===== src/core/ptimer_pkg.sv =====
package ptimer_pkg;

	// register byte addresses on the apb bus
	localparam logic [7:0] ADDR_CTRL0 = 8'h00;
	localparam logic [7:0] ADDR_MODE_CTRL = 8'h04;
	localparam logic [7:0] ADDR_CNT_LOW = 8'h08;
	localparam logic [7:0] ADDR_CNT_HIGH = 8'h0c;
	localparam logic [7:0] ADDR_CMPA_LOW = 8'h10;
	localparam logic [7:0] ADDR_CMPA_HIGH = 8'h14;
	localparam logic [7:0] ADDR_CMPP_LOW = 8'h18;
	localparam logic [7:0] ADDR_CMPP_HIGH = 8'h1c;
	localparam logic [7:0] ADDR_PRESCALE = 8'h20;

	// field positions
	localparam int CTRL0_ON_BIT = 3;
	localparam int CTRL0_PAUSE_BIT = 7;
	localparam int MODE_CLEAR_BIT = 0;
	localparam int MODE_RSVD_BIT = 1;
	localparam int MODE_INVERT_BIT = 2;
	localparam int MODE_LEVEL_BIT = 3;
	localparam int MODE_PIN_LSB = 4;
	localparam int MODE_OP_LSB = 6;

	// widths and reset values
	localparam int CNT_W = 10;
	localparam int PRESCALE_W = 16;
	localparam logic [7:0] CTRL_RESET = 8'h00;
	localparam logic [9:0] CNT_RESET = 10'h000;
	localparam logic [9:0] CNT_MAX = 10'h3ff;
	localparam logic [15:0] PRESCALE_RESET = 16'h0000;

	// operating modes
	localparam logic [1:0] OP_COMPARE = 2'h0;
	localparam logic [1:0] OP_UNDEF = 2'h1;
	localparam logic [1:0] OP_PWM = 2'h2;
	localparam logic [1:0] OP_TIMER = 2'h3;

	// pin functions
	localparam logic [1:0] PIN_00 = 2'h0;
	localparam logic [1:0] PIN_01 = 2'h1;
	localparam logic [1:0] PIN_10 = 2'h2;
	localparam logic [1:0] PIN_11 = 2'h3;

	// decoded control fields
	typedef struct packed {
		logic [1:0] op_mode_sel;
		logic [1:0] pin_func_sel;
		logic out_level_ctrl;
		logic out_invert;
		logic clear_source_sel;
	} mode_cfg_s;

	// compare events from the counter
	typedef struct packed {
		logic match_a;
		logic match_p;
		logic overflow;
	} cnt_event_s;

	// counter run state
	typedef enum logic [2:0] {
		RUN_OFF = 3'b001,
		RUN_ON = 3'b010,
		RUN_PAUSE = 3'b100
	} run_state_e;

endpackage


===== src/core/periodic_timer.sv =====
// The register addresses and register access over APB were chosen for this implementation.
`timescale 1ns/1ns
// Summary of operation
// RULE_01: mode field: 00 compare output, 10 pwm or single pulse, 11 timer; 01 undefined.
// RULE_02: software turns timer off before changing the mode field.
// RULE_03: in timer mode the output pin is not driven to a defined level.
// RULE_04: compare mode match A: 00 no change, 01 low, 10 high, 11 toggle.
// RULE_05: pwm mode: 00 inactive, 01 active, 10 pwm waveform, 11 single pulse.
// RULE_06: match requesting the initial level gives no visible pin change.
// RULE_07: counter on rising edge returns pin to its initial level.
// RULE_08: software changes pin function only while timer is off.
// RULE_09: compare mode level bit sets pin level before first match.
// RULE_10: pwm mode level bit picks active high or active low.
// RULE_11: single pulse level bit sets pin level at counter on rising edge.
// RULE_12: invert bit flips the pin; invert and level bits ignored in timer mode.
// RULE_13: software writes zero to reserved bit 1 of mode register.
// RULE_14: clear source 1 clears on match A; 0 on match P or overflow.
// RULE_15: overflow clears only with clear source 0 and compare P all zero.
// RULE_16: clear source has no effect in pwm or single pulse mode.
// RULE_17: 10-bit counter read-only, split over low and high registers.
// RULE_18: 10-bit compare A value read/write, split over low and high registers.
// RULE_19: 10-bit compare P value read/write, split over low and high registers.
// RULE_20: high register bits 7 to 2 read as zero.
// RULE_21: counter on rising edge clears counter; falling edge stops and keeps it.
// RULE_22: match when counter equals full 10-bit compare value, once per tick.
module periodic_timer
	import ptimer_pkg::*;
(
	// apb clock and reset
	input wire logic pclk,
	input wire logic presetn,
	// apb slave
	input wire logic psel,
	input wire logic penable,
	input wire logic pwrite,
	input wire logic [7:0] paddr,
	input wire logic [31:0] pwdata,
	output logic [31:0] prdata,
	output logic pready,
	output logic pslverr,
	// timer output pin
	output logic timer_out_pin,
	output logic timer_out_oe_n
);

	////////////////////////////////////////////////////////////////////////////////
	// register state

	logic [7:0] ctrl0_reg;
	logic [7:0] ctrl0_next;
	logic [7:0] mode_reg;
	logic [7:0] mode_next;
	logic [CNT_W-1:0] cmpa_reg;
	logic [CNT_W-1:0] cmpa_next;
	logic [CNT_W-1:0] cmpp_reg;
	logic [CNT_W-1:0] cmpp_next;
	logic [PRESCALE_W-1:0] prescale_reg;
	logic [PRESCALE_W-1:0] prescale_next;
	logic [31:0] prdata_reg;
	logic [31:0] prdata_next;
	logic pready_reg;
	logic pready_next;
	logic pslverr_reg;
	logic pslverr_next;
	logic on_prev_reg;
	logic on_prev_next;
	logic pin_reg;
	logic pin_next;
	logic oe_n_reg;
	logic oe_n_next;
	run_state_e run_reg;
	run_state_e run_next;

	mode_cfg_s cfg;
	cnt_event_s events;
	logic [CNT_W-1:0] count;
	logic tick;
	logic counter_on;
	logic start;
	logic access;
	logic auto_off;
	logic level;
	logic pwm_active;
	logic single_pulse;
	logic [CNT_W-1:0] cmpp_used;

	// address decode used by read and write paths
	function automatic logic addr_known(input logic [7:0] a);
		addr_known = (a == ADDR_CTRL0) || (a == ADDR_MODE_CTRL) || (a == ADDR_CNT_LOW) ||
			(a == ADDR_CNT_HIGH) || (a == ADDR_CMPA_LOW) || (a == ADDR_CMPA_HIGH) ||
			(a == ADDR_CMPP_LOW) || (a == ADDR_CMPP_HIGH) || (a == ADDR_PRESCALE);
	endfunction

	////////////////////////////////////////////////////////////////////////////////
	// field decode

	assign cfg.op_mode_sel = mode_reg[MODE_OP_LSB +: 2];
	assign cfg.pin_func_sel = mode_reg[MODE_PIN_LSB +: 2];
	assign cfg.out_level_ctrl = mode_reg[MODE_LEVEL_BIT];
	assign cfg.out_invert = mode_reg[MODE_INVERT_BIT];
	assign cfg.clear_source_sel = mode_reg[MODE_CLEAR_BIT];
	assign counter_on = ctrl0_reg[CTRL0_ON_BIT];
	assign start = counter_on && !on_prev_reg; // RULE_07 RULE_21
	assign access = psel && penable && !pready_reg;
	assign level = cfg.out_level_ctrl;

	////////////////////////////////////////////////////////////////////////////////
	// submodules

	timer_tick_gen #(
		.W(PRESCALE_W)
	) u_tick (
		.pclk(pclk),
		.presetn(presetn),
		.divide(prescale_reg),
		.tick(tick)
	);

	timer_counter10 u_cnt (
		.pclk(pclk),
		.presetn(presetn),
		.tick(tick),
		.start(start),
		.run(run_reg == RUN_ON),
		.op_mode(cfg.op_mode_sel),
		.clear_source_sel(cfg.clear_source_sel),
		.compare_a_value(cmpa_reg),
		.compare_p_value(cmpp_used),
		.count(count),
		.events(events)
	);

	////////////////////////////////////////////////////////////////////////////////
	// single pulse ends on a match A by dropping counter_on

	assign single_pulse = (cfg.op_mode_sel == OP_PWM) && (cfg.pin_func_sel == PIN_11);
	assign auto_off = single_pulse && events.match_a;
	// compare P plays no part in a single pulse, so it must not cut the count short
	assign cmpp_used = single_pulse ? CNT_RESET : cmpp_reg;

	// apb register writes and reads, one wait state
	always_comb
	begin
		ctrl0_next = ctrl0_reg;
		mode_next = mode_reg;
		cmpa_next = cmpa_reg;
		cmpp_next = cmpp_reg;
		prescale_next = prescale_reg;
		prdata_next = prdata_reg;
		pslverr_next = 1'b0;
		pready_next = access;
		if (access)
		begin
			pslverr_next = !addr_known(paddr);
			prdata_next = 32'h0000_0000;
			if (pwrite)
			begin
				unique case (paddr)
					ADDR_CTRL0: ctrl0_next = pwdata[7:0] & 8'h88;
					ADDR_MODE_CTRL: mode_next = pwdata[7:0]; // RULE_01 RULE_13
					ADDR_CMPA_LOW: cmpa_next[7:0] = pwdata[7:0]; // RULE_18
					ADDR_CMPA_HIGH: cmpa_next[9:8] = pwdata[1:0]; // RULE_18
					ADDR_CMPP_LOW: cmpp_next[7:0] = pwdata[7:0]; // RULE_19
					ADDR_CMPP_HIGH: cmpp_next[9:8] = pwdata[1:0]; // RULE_19
					ADDR_PRESCALE: prescale_next = pwdata[PRESCALE_W-1:0];
					default: ;
				endcase
			end
			else
			begin
				unique case (paddr)
					ADDR_CTRL0: prdata_next[7:0] = ctrl0_reg;
					ADDR_MODE_CTRL: prdata_next[7:0] = mode_reg;
					ADDR_CNT_LOW: prdata_next[7:0] = count[7:0]; // RULE_17
					ADDR_CNT_HIGH: prdata_next[1:0] = count[9:8]; // RULE_17 RULE_20
					ADDR_CMPA_LOW: prdata_next[7:0] = cmpa_reg[7:0];
					ADDR_CMPA_HIGH: prdata_next[1:0] = cmpa_reg[9:8]; // RULE_20
					ADDR_CMPP_LOW: prdata_next[7:0] = cmpp_reg[7:0];
					ADDR_CMPP_HIGH: prdata_next[1:0] = cmpp_reg[9:8]; // RULE_20
					ADDR_PRESCALE: prdata_next[PRESCALE_W-1:0] = prescale_reg;
					default: ;
				endcase
			end
		end
		// the pulse end wins over a software write in the same cycle
		if (auto_off)
			ctrl0_next[CTRL0_ON_BIT] = 1'b0;
	end

	// register file
	always_ff @(posedge pclk or negedge presetn)
	begin
		if (!presetn)
		begin
			ctrl0_reg <= CTRL_RESET;
			mode_reg <= CTRL_RESET;
			cmpa_reg <= CNT_RESET;
			cmpp_reg <= CNT_RESET;
			prescale_reg <= PRESCALE_RESET;
			prdata_reg <= 32'h0000_0000;
			pready_reg <= 1'b0;
			pslverr_reg <= 1'b0;
		end
		else
		begin
			ctrl0_reg <= ctrl0_next;
			mode_reg <= mode_next;
			cmpa_reg <= cmpa_next;
			cmpp_reg <= cmpp_next;
			prescale_reg <= prescale_next;
			prdata_reg <= prdata_next;
			pready_reg <= pready_next;
			pslverr_reg <= pslverr_next;
		end
	end

	////////////////////////////////////////////////////////////////////////////////
	// run state: off, running, paused

	always_comb
	begin
		on_prev_next = counter_on;
		unique case (run_reg)
			RUN_OFF: run_next = counter_on ? RUN_ON : RUN_OFF;
			RUN_ON: run_next = !counter_on ? RUN_OFF : (ctrl0_reg[CTRL0_PAUSE_BIT] ? RUN_PAUSE : RUN_ON); // RULE_21
			RUN_PAUSE: run_next = !counter_on ? RUN_OFF : (ctrl0_reg[CTRL0_PAUSE_BIT] ? RUN_PAUSE : RUN_ON);
			default: run_next = RUN_OFF;
		endcase
	end

	always_ff @(posedge pclk or negedge presetn)
	begin
		if (!presetn)
		begin
			run_reg <= RUN_OFF;
			on_prev_reg <= 1'b0;
		end
		else
		begin
			run_reg <= run_next;
			on_prev_reg <= on_prev_next;
		end
	end

	////////////////////////////////////////////////////////////////////////////////
	// output pin: pin_reg holds the level before inversion

	always_comb
	begin
		pin_next = pin_reg;
		oe_n_next = 1'b0;
		pwm_active = (count < cmpa_reg);
		unique case (cfg.op_mode_sel)
			OP_COMPARE:
			begin
				if (start)
					pin_next = level; // RULE_07 RULE_09
				else if (events.match_a)
				begin
					unique case (cfg.pin_func_sel) // RULE_04 RULE_06
						PIN_00: pin_next = pin_reg;
						PIN_01: pin_next = 1'b0;
						PIN_10: pin_next = 1'b1;
						PIN_11: pin_next = !pin_reg;
					endcase
				end
			end
			OP_PWM:
			begin
				unique case (cfg.pin_func_sel) // RULE_05
					PIN_00: pin_next = !level; // RULE_10
					PIN_01: pin_next = level; // RULE_10
					PIN_10: pin_next = (run_reg != RUN_OFF) && pwm_active ? level : !level; // RULE_10
					PIN_11: pin_next = counter_on ? level : !level; // RULE_11
				endcase
			end
			default:
			begin
				pin_next = 1'b0;
				oe_n_next = 1'b1; // RULE_03 RULE_12
			end
		endcase
	end

	always_ff @(posedge pclk or negedge presetn)
	begin
		if (!presetn)
		begin
			pin_reg <= 1'b0;
			oe_n_reg <= 1'b1;
			timer_out_pin <= 1'b0;
		end
		else
		begin
			pin_reg <= pin_next;
			oe_n_reg <= oe_n_next;
			timer_out_pin <= pin_next ^ (cfg.out_invert && !oe_n_next); // RULE_12
		end
	end

	assign timer_out_oe_n = oe_n_reg;
	assign prdata = prdata_reg;
	assign pready = pready_reg;
	assign pslverr = pslverr_reg;

endmodule


===== src/core/timer_counter10.sv =====
`timescale 1ns/1ns
module timer_counter10
	import ptimer_pkg::*;
(
	// clock and reset
	input wire logic pclk,
	input wire logic presetn,
	// control
	input wire logic tick,
	input wire logic start,
	input wire logic run,
	input wire logic [1:0] op_mode,
	input wire logic clear_source_sel,
	input wire logic [CNT_W-1:0] compare_a_value,
	input wire logic [CNT_W-1:0] compare_p_value,
	// state
	output logic [CNT_W-1:0] count,
	output cnt_event_s events
);

	logic [CNT_W-1:0] count_reg;
	logic [CNT_W-1:0] count_next;
	cnt_event_s events_reg;
	cnt_event_s events_next;
	logic clr;

	// compare, clear and count once per tick
	always_comb
	begin
		events_next = '0;
		clr = 1'b0;
		count_next = count_reg;
		if (start)
			count_next = CNT_RESET; // RULE_21
		else if (run && tick)
		begin
			events_next.match_a = (count_reg == compare_a_value); // RULE_22
			events_next.match_p = (count_reg == compare_p_value); // RULE_22
			events_next.overflow = (count_reg == CNT_MAX);
			// a zero compare P gives the full 1024-count period
			if (op_mode == OP_PWM)
				clr = (compare_p_value != CNT_RESET) ? events_next.match_p : events_next.overflow; // RULE_16
			else if (clear_source_sel)
				clr = events_next.match_a; // RULE_14
			else
				clr = (events_next.match_p && compare_p_value != CNT_RESET) ||
					(events_next.overflow && compare_p_value == CNT_RESET); // RULE_14 RULE_15
			count_next = clr ? CNT_RESET : CNT_W'(count_reg + 1'b1);
		end
	end

	// register counter and events
	always_ff @(posedge pclk or negedge presetn)
	begin
		if (!presetn)
		begin
			count_reg <= CNT_RESET;
			events_reg <= '0;
		end
		else
		begin
			count_reg <= count_next;
			events_reg <= events_next;
		end
	end

	assign count = count_reg;
	assign events = events_reg;

endmodule


===== src/core/timer_tick_gen.sv =====
`timescale 1ns/1ns
module timer_tick_gen
	import ptimer_pkg::*;
#(
	parameter int W = PRESCALE_W
)(
	// clock and reset
	input wire logic pclk,
	input wire logic presetn,
	// control
	input wire logic [W-1:0] divide,
	// output tick
	output logic tick
);

	logic [W-1:0] count_reg;
	logic [W-1:0] count_next;
	logic tick_reg;
	logic tick_next;

	// divide pclk by divide+1 into one-cycle ticks
	always_comb
	begin
		tick_next = (count_reg == divide);
		count_next = tick_next ? '0 : W'(count_reg + 1'b1);
	end

	// register the divider
	always_ff @(posedge pclk or negedge presetn)
	begin
		if (!presetn)
		begin
			count_reg <= '0;
			tick_reg <= 1'b0;
		end
		else
		begin
			count_reg <= count_next;
			tick_reg <= tick_next;
		end
	end

	assign tick = tick_reg;

endmodule


===== config.mk =====
export PLATFORM = sky130hd
export DESIGN_NAME = periodic_timer
export DESIGN_NICKNAME = d
export VERILOG_FILES = /design/src/core/ptimer_pkg.sv /design/src/core/periodic_timer.sv /design/src/core/timer_counter10.sv /design/src/core/timer_tick_gen.sv
export SDC_FILE = /design/constraint.sdc
export NUM_CORES = 1
export LEC_CHECK = 0
export BUFFER_PORTS_ARGS = -buffer_cell sky130_fd_sc_hd__buf_4
export CAP_MARGIN = 25
export CORE_MARGIN = 2
export CORE_UTILIZATION = 33
export DETAILED_ROUTE_END_ITERATION = 10
export PLACE_DENSITY = 0.49
export SYNTH_ARGS = -nofsm -noshare
export SYNTH_HDL_FRONTEND = slang
export SYNTH_SLANG_ARGS = --single-unit
export TNS_END_PERCENT = 50

===== constraint.sdc =====
create_clock -name pclk -period 5.8 [get_ports pclk]
set_input_delay 1.16 -clock pclk [delete_from_list [all_inputs] [get_ports pclk]]
set_output_delay 1.16 -clock pclk [all_outputs]
set_load 0.1 [all_outputs]

After elaboration in Yosys (flattened, before gate mapping)
Cells that the tools add are included.
{ "word_totals": {"reg_bits": 99, "output_inout_bits": 36, "inputBits": 45} }
{ "classes": {"bitwise": 1, "add_sub_neg": 2, "reduce_logical": 43, "mux": 33, "order_cmp": 1, "n_eq_ne": 20} }
{ "op_table": {"columns": ["op", "count"], "rows": [
  ["10-bit 2-to-1 mux", 4],
  ["6-bit case mux with 6 select lines", 1],
  ["8-bit by 5-bit equality test with 1-bit output (second input constant)", 4],
  ["16-bit 2-to-1 mux", 2],
  ["3-bit AND reduction", 8],
  ["10-bit equality test", 2],
  ["16-bit by 1-bit adder with 16-bit output (second input constant)", 1],
  ["16-bit equality test", 1],
  ["8-bit by 4-bit equality test with 1-bit output (second input constant)", 2],
  ["2-bit case mux with 8 select lines", 1],
  ["1-bit 2-to-1 mux", 12],
  ["3-bit 2-to-1 mux", 4],
  ["4-bit 2-to-1 mux", 3],
  ["10-bit by 1-bit adder with 10-bit output (second input constant)", 1],
  ["10-bit equality test (second input constant)", 1],
  ["1-bit logical AND", 10],
  ["10-bit zero test", 1],
  ["10-bit < comparator", 1],
  ["10-bit nonzero test", 1],
  ["1-bit logical OR", 9],
  ["8-bit by 3-bit equality test with 1-bit output (second input constant)", 1],
  ["8-bit by 6-bit equality test with 1-bit output (second input constant)", 1],
  ["8-bit zero test", 1],
  ["8-bit 2-to-1 mux", 1],
  ["15 further kinds", 27]
]} }

Depth between registers and ports, before layout
Gate-level depths: netlist of run 1.
{ "depth": {"depth_word": 13, "depth_mapped": 9, "depth_no_buf": 8} }

By module
Synthesis of run 1 repeated with hierarchy kept, for this count alone.
{ "hier_totals": {"hier_cells": 542, "area_unflattened_um2": 5805.6} }
{ "by_module_without_submodules": {"columns": ["module", "area_each_um2", "cells_per_inst", "seq_area_each_um2", "n_inst"], "rows": [
  ["periodic_timer", 3757.4, 325, 1779.2, 1],
  ["timer_counter10", 1076.0, 118, 325.3, 1],
  ["timer_tick_gen", 972.2, 99, 425.4, 1]
]} }

Worst setup path after synthesis of run 1
Ideal clock, no wire load.
{ "synth_path": {"kind": "input to register", "startpoint": "input port paddr[1]", "endpoint": "register prescale_reg[10]", "path_slack_ps": 2932, "t_arrival_ps": 2743, "required_time_ps": 5675, "setup_ps": 125, "path_buffers": 2, "stages": 7, "cell_sequence": "nor4_4 and2_0 clkbuf_1 nand2_1 nor2_2 buf_4 mux2_2"} }
{ "synth_between": {"elab_chain_len": 2} }
{ "synth_rtl": {"columns": ["element", "line", "source"], "rows": [
  ["start: declaration", "periodic_timer.sv:36", "input wire logic [7:0] paddr,"],
  ["8-bit by 6-bit equality test with 1-bit output", "periodic_timer.sv:158", "unique case (paddr)"],
  ["3-bit AND reduction (no line)", null, null],
  ["end signal: assignment", "periodic_timer.sv:210", "prescale_reg <= prescale_next;"],
  ["end: declaration", "periodic_timer.sv:57", "logic [PRESCALE_W-1:0] prescale_reg;"]
]} }
Every way passes these cells.
A chain may end at the register's enable or synchronous reset.

Final worst setup path of run 1
{ "layout_path": {"startpoint": "input port paddr[1]", "endpoint": "register mode_reg[7]"} }
{ "layout_between": {"elab_chain_len": 2} }
{ "layout_rtl": {"columns": ["element", "line", "source"], "rows": [
  ["8-bit by 3-bit equality test with 1-bit output", "periodic_timer.sv:158", null],
  ["3-bit AND reduction (no line)", null, null],
  ["end signal: assignment", "periodic_timer.sv:207", "mode_reg <= mode_next;"],
  ["end: declaration", "periodic_timer.sv:51", "logic [7:0] mode_reg;"]
]} }
Every way passes these cells.

==> results of run 1 <==
==> worst min-delay path by stage <==
stage,depth (start not counted),endpoint,startpoint
2_1_floorplan,0,on_prev_reg,ctrl0_reg[3]
3_3_place_gp,0,timer_out_oe_n,mode_reg[6]
3_5_place_dp,0,timer_out_oe_n,mode_reg[6]
4_1_cts,0,timer_out_oe_n,mode_reg[6]
5_1_grt,0,timer_out_oe_n,mode_reg[6]
6_report,0,timer_out_oe_n,mode_reg[6]
==> where the power goes <==
| group | switching [W] | internal [W] | total, W |
|---|---|---|---|
| Sequential | 0.0000311 | 0.000719 | 0.000750 |
| Combinational | 0.000175 | 0.0000807 | 0.000256 |
| Clock | 0.000276 | 0.000337 | 0.000613 |
==> per-layer routing <==
layer	vias up	global-route usage	wire, um
li1	1906	-	-
met4	0	0.0520	172
met3	10	0.0280	740
met5	-	0	0
met1	2019	0.249	6920
met2	102	0.237	5990
==> cell type report <==
cell class                 instances  share of cell area
multi-input combinational        367               0.436
sequential                        99               0.399
timing repair buffer              50              0.0604
tap                              220              0.0443
clock buffer                       9              0.0362
clock inverter                     7              0.0125
inverter                          19              0.0115
==> through the flow <==
step	setup WS [ns]	hold WS, ns	power, W	area, um^2	std cells
2_1_floorplan	2.93	0.352	0.000943	5540	530
3_3_place_gp	1.96	0.488	0.00102	5910	755
3_5_place_dp	1.91	0.484	0.00102	5910	755
4_1_cts	2.27	0.499	0.00164	6210	771
5_1_grt	2.11	0.511	0.00169	6210	771
6_report	2.27	0.499	0.00162	6210	771
==> synthesized netlist by cell type, types with 10 or more instances <==
cell type,n
dfrtp_1,97
nand3_1,15
ha_1,12
nor2_1,31
nand2_1,31
a22o_1,20
inv_1,19
clkbuf_1,16
a21oi_1,11
and3_1,10
o21ai_0,12
nor2b_1,10
mux2_2,45
buf_4,19
xnor2_1,28
==> cells by family (layout without fill, tap and decap cells) <==
family / count (synthesis) / in the layout / share of synthesized area
AOI/OAI and AO/OA: 96 / 96 / 0.135
buffers and inverters: 64 / 85 / 0.0646
muxes: 50 / 50 / 0.102
adders and majority gates: 13 / 13 / 0.0292
and+or+nand+nor: 156 / 156 / 0.159
other: 1 / 16 / 0.000684
xor gates and xnor gates: 36 / 36 / 0.0575
DFF: 99 / 99 / 0.453
==> qor.txt, run 1 <==
Pin count of the biggest net entering global routing: 54
Slew Viols, Final: 0
Critical Path Start: paddr[1]
TritonCTS clock tree: yes
Crit path buffers/inverters: 1
Clock Latency Late Sink: 0.35 ns
Peak VDD IR: 0.117 mV
Hold crit path type: flop to flop
Commonest non-fill, non-tap cell in the layout: dfrtp_1
HPWL after detailed placement: 10400 um
IO Pins: 81
FP Rows: 47
Vias: 4037
Die footprint: 17700 um^2
First DRT Iteration DRCs: 301
Max Fclk: 283 MHz
Syn Inst Count: 515
Worst setup path end: mode_reg[7]
Port bufs: 48
RD Place Congestion: 0.853
Reg2reg path depth: 7
Syn_area_per_cell: 10.6 um^2
Num CTS Buffers: 9
Root buffer selected by CTS: clkbuf_16
Status: finished, final reports clean
Critical Path RT: 6.04 ns
Total gr overflow: 0
Largest cells by area after synthesis: dfrtp_1, mux2_2, xnor2_1
P_leak: 2.82 nW
Sequential Area: 2480 um^2
Routed Antenna Nets: 0
Slew headroom: 0.304
Worst r2r dst: timer_out_pin
Async S/R FF share, synth: 1.00
Cell Pwr Density: 261 nW/um^2
Most frequent cells in the layout: dfrtp_1, buf_4, mux2_2
Starting density of the core: 0.334
Fin Setup TNS: 0 ns
Router iterations before antenna repair: 5
Leading area contributor after synthesis: dfrtp_1
CP cell instances: buf_4 -> nor4_4 -> and2b_1 -> nor3b_2 -> nor2b_1 -> mux2_2
Worst-path clk slew: 0.07 ns
Netlist cell types: 75
Fin. Hold Viols: 0
Synth-to-Final Area Change: 13.4%
Setup crit end kind: flop
Post-synth EDFFs: 0
Synth Cell Area: 5480 um^2
CP arrival: 3.77 ns
Critical Path Stages: 6
Die Height: 133 um
First-pass GRT wire length: 22400 um
# DRC: 0
Share of the synthesized area in the top cell type: 0.443
Register area share after synthesis: 0.453
Worst Tran Pin Value: 1.04 ns
Yosys reg bits: 99
Total Routed Length: 13800 um
Worst-path maximum fanout: 9
Endpoints failing setup: 0
Share of cells above drive strength 1: 0.230
Final core occ: 0.379
Fillers: 1604
CP top delay family: simple AND/OR/NAND/NOR gates
Postcts setup bufs: 0
Max clock buf depth: 2
Area of the multi-input gates: 2710 um^2
Final #Nets: 603
# diodes: 0
CP peak stage delay: 0.89 ns
Synth Warn #: 0
Clock sinks: 99
FF-to-FF setup slack: 3.20 ns
Critical R2R Launch: u_cnt.count[3]
H-tree depth: 3
Core box area: 16400 um^2
Ys flop type: dfrtp_1
Vias in the first global route: 3908
Global Route Usage Sum: 0.164
Setup CP Type: input port to flop
Hold buffers post-CTS: 0
CP max-delay cell: nor2b_1
# resized after CTS: 0
Setup Skew: 0.00817 ns
Die W: 133 um
Wire length per cell: 17.9 um
Initial antenna violation count: 0
Vias per cell: 5.24
Max Cap Viol: 0
RSZ-0062 raised after global routing: false
Clock period minus worst slack: 3.53 ns
Critical Path Start Type: input port
Period utilization: 0.609
Power figures use the tool's default switching activity.
==> inputs of run 2 (changes only) <==
==> constraint.sdc (replaced) <==
create_clock -name pclk -period 3.65 [get_ports pclk]
set_input_delay 0.73 -clock pclk [delete_from_list [all_inputs] [get_ports pclk]]
set_output_delay 0.73 -clock pclk [all_outputs]
set_load 0.1 [all_outputs]
==> qor.txt, run 2 (synthesis results as in run 1) <==
Status: finished, final reports clean
Crit path buffers/inverters: 0 (-1)
Hold crit path type: input port to async pin
Period utilization: 0.733
CP cell instances: and4b_1 -> o21ai_1 -> a2111oi_0 -> and4b_1 -> nor2_4 -> a221o_1
Commonest non-fill, non-tap cell in the layout: dfrtp_1
Endpoints failing setup: 0 (unchanged)
Setup Skew: 0.0120 ns (+0.00383 ns)
Clock sinks: 99 (unchanged)
Fillers: 1598 (-0.37%)
Share of cells above drive strength 1: 0.240 (+0.00965)
# DRC: 0 (unchanged)
Die W: 133 um (unchanged)
CP max-delay cell: dfrtp_1
Postcts setup bufs: 0 (unchanged)
Fin. Hold Viols: 0 (unchanged)
# diodes: 0 (unchanged)
# resized after CTS: 0 (unchanged)
Most frequent cells in the layout: dfrtp_1, buf_4, mux2_2
Power share of the clock group: 0.374 (-0.005)
H-tree depth: 3 (unchanged)
Port bufs: 48 (unchanged)
Core box area: 16400 um^2 (unchanged)
Starting density of the core: 0.334 (unchanged)
Seq pwr share: 0.465 (+0.002)
Num CTS Buffers: 9 (unchanged)
Synth-to-Final Area Change: 14.5%
Net switching power figure: 0.000788 W (+63%)
Pwr Total: 0.00256 W (+58%)
Global Route Usage Sum: 0.163 (-0.000845)
Wire length per cell: 18.2 um (+1.2%)
RD Place Congestion: 0.866 (+1.5%)
Vias in the first global route: 3960 (+1.3%)
Worst-path maximum fanout: 8 (-1)
Die Height: 133 um (unchanged)
Slew headroom: 0.558 (+0.254)
Setup crit end kind: flop
Critical Path Start Type: flop
Routed Antenna Nets: 0 (unchanged)
Reg2reg path depth: 6 (-1)
Vias: 4088 (+1.3%)
Router iterations before antenna repair: 6 (+1)
Most used cell along the critical path: and4b_1
IO Pins: 81 (unchanged)
Clock period minus worst slack: 2.67 ns
First-pass GRT wire length: 22500 um (+0.15%)
Pin count of the biggest net entering global routing: 80 (+48%)
Hold buffers post-CTS: 0 (unchanged)
FP Rows: 47 (unchanged)
Critical R2R Launch: mode_reg[7]
Fin Setup TNS: 0 ns (unchanged)
Total gr overflow: 0 (unchanged)
Final core occ: 0.383 (+0.00389)
CP arrival: 2.91 ns (-0.86 ns)
Root buffer selected by CTS: clkbuf_16
HPWL after detailed placement: 10400 um (+0.20%)
Final #Nets: 610 (+1.2%)
Cell Pwr Density: 407 nW/um^2 (+56%)
First DRT Iteration DRCs: 296 (-1.7%)
FF-to-FF setup slack: 0.98 ns (-2.22 ns)
Die footprint: 17700 um^2 (unchanged)
Max clock buf depth: 2 (unchanged)
Sw Ratio: 0.308 (+0.0101)
Setup CP Type: flop to flop
Slew Viols, Final: 0 (unchanged)
Worst r2r dst: u_cnt.count[6]
TritonCTS clock tree: yes
P_leak: 2.87 nW (+1.6%)
Critical Path RT: 3.89 ns (-2.15 ns)
Max Cap Viol: 0 (unchanged)
Total Routed Length: 14100 um (+2.1%)
Worst-path clk slew: 0.08 ns (about the same)
Final hold slack: 0.202 ns (-0.297 ns)
Vias per cell: 5.25 (+0.35%)
Combinational Power Share: 0.161 (+0.003)
Clock Latency Late Sink: 0.36 ns (about the same)
CP peak stage delay: 0.52 ns (-0.37 ns)
Peak VDD IR: 0.284 mV (+140%)
Initial antenna violation count: 0 (unchanged)
Worst Tran Pin Value: 0.658 ns (-0.385 ns)
Internal: 0.00177 W (+56%)
CP top delay family: simple AND/OR/NAND/NOR gates
RSZ-0062 raised after global routing: false
Max Fclk: 374 MHz
[run 2: cell types whose count changed in the layout (fill, tap and decap cells not counted), sizes merged]
cell,before,now
clkinvlp,1,0
bufinv,1,0
clkbuf,9,10
buf,50,57
clkinv,4,2
inv,20,23
[run 2: worst max path at each step]
| stage | start | endpoint | slack (ns) | depth (start not counted) |
|---|---|---|---|---|
| finish | mode_reg[7] | u_cnt.count[6] | 0.98 | 6 |
| global placement | paddr[1] | cmpp_reg[4] | 0.92 | 5 |
| CTS | mode_reg[7] | u_cnt.count[6] | 1.02 | 6 |
| floorplan | paddr[1] | prescale_reg[10] | 1.21 | 7 |
| detailed placement | paddr[1] | cmpp_reg[1] | 0.88 | 5 |
| global route | mode_reg[4] | u_cnt.count[6] | 0.92 | 6 |
[run 2: per-stage QoR]
stage / setup WS (ns) / area (um^2) / std cells
after floorplan: 1.21 / 5540 / 530
after global placement: 0.921 / 5960 / 761
after detailed placement: 0.881 / 5960 / 761
after CTS: 1.02 / 6250 / 777
after global routing: 0.918 / 6280 / 778
final: 0.976 / 6280 / 778
[run 2: layout make-up]
type	count	area (um^2)	share of cell area
Clock buffer	10	239	0.0381
Clock inverter	6	55.1	0.00877
Inverter	19	71.3	0.0114
Multi-Input combinational cell	367	2710	0.432
Sequential cell	99	2480	0.395
Tap cell	220	275	0.0439
Timing Repair Buffer	57	448	0.0714
[run 2: metal layers]
| metal | part of all wire | up-vias | global-route usage |
|---|---|---|---|
| li1 | - | 1923 | - |
| met3 | 0.046 | 18 | 0.0314 |
| met2 | 0.43 | 122 | 0.237 |
| met1 | 0.51 | 2025 | 0.245 |
| met4 | 0.017 | 0 | 0.0502 |
| met5 | 0 | - | 0 |
[run 2: power groups by stage]
stage	Sequential [W]	Combinational (W)	Clock, W
3_5_place_dp	0.00121	0.000408	0
2_1_floorplan	0.00123	0.000265	0
3_3_place_gp	0.00121	0.000404	0
5_1_grt	0.00120	0.000447	0.00103
6_report	0.00119	0.000411	0.000957
4_1_cts	0.00119	0.000411	0.000983
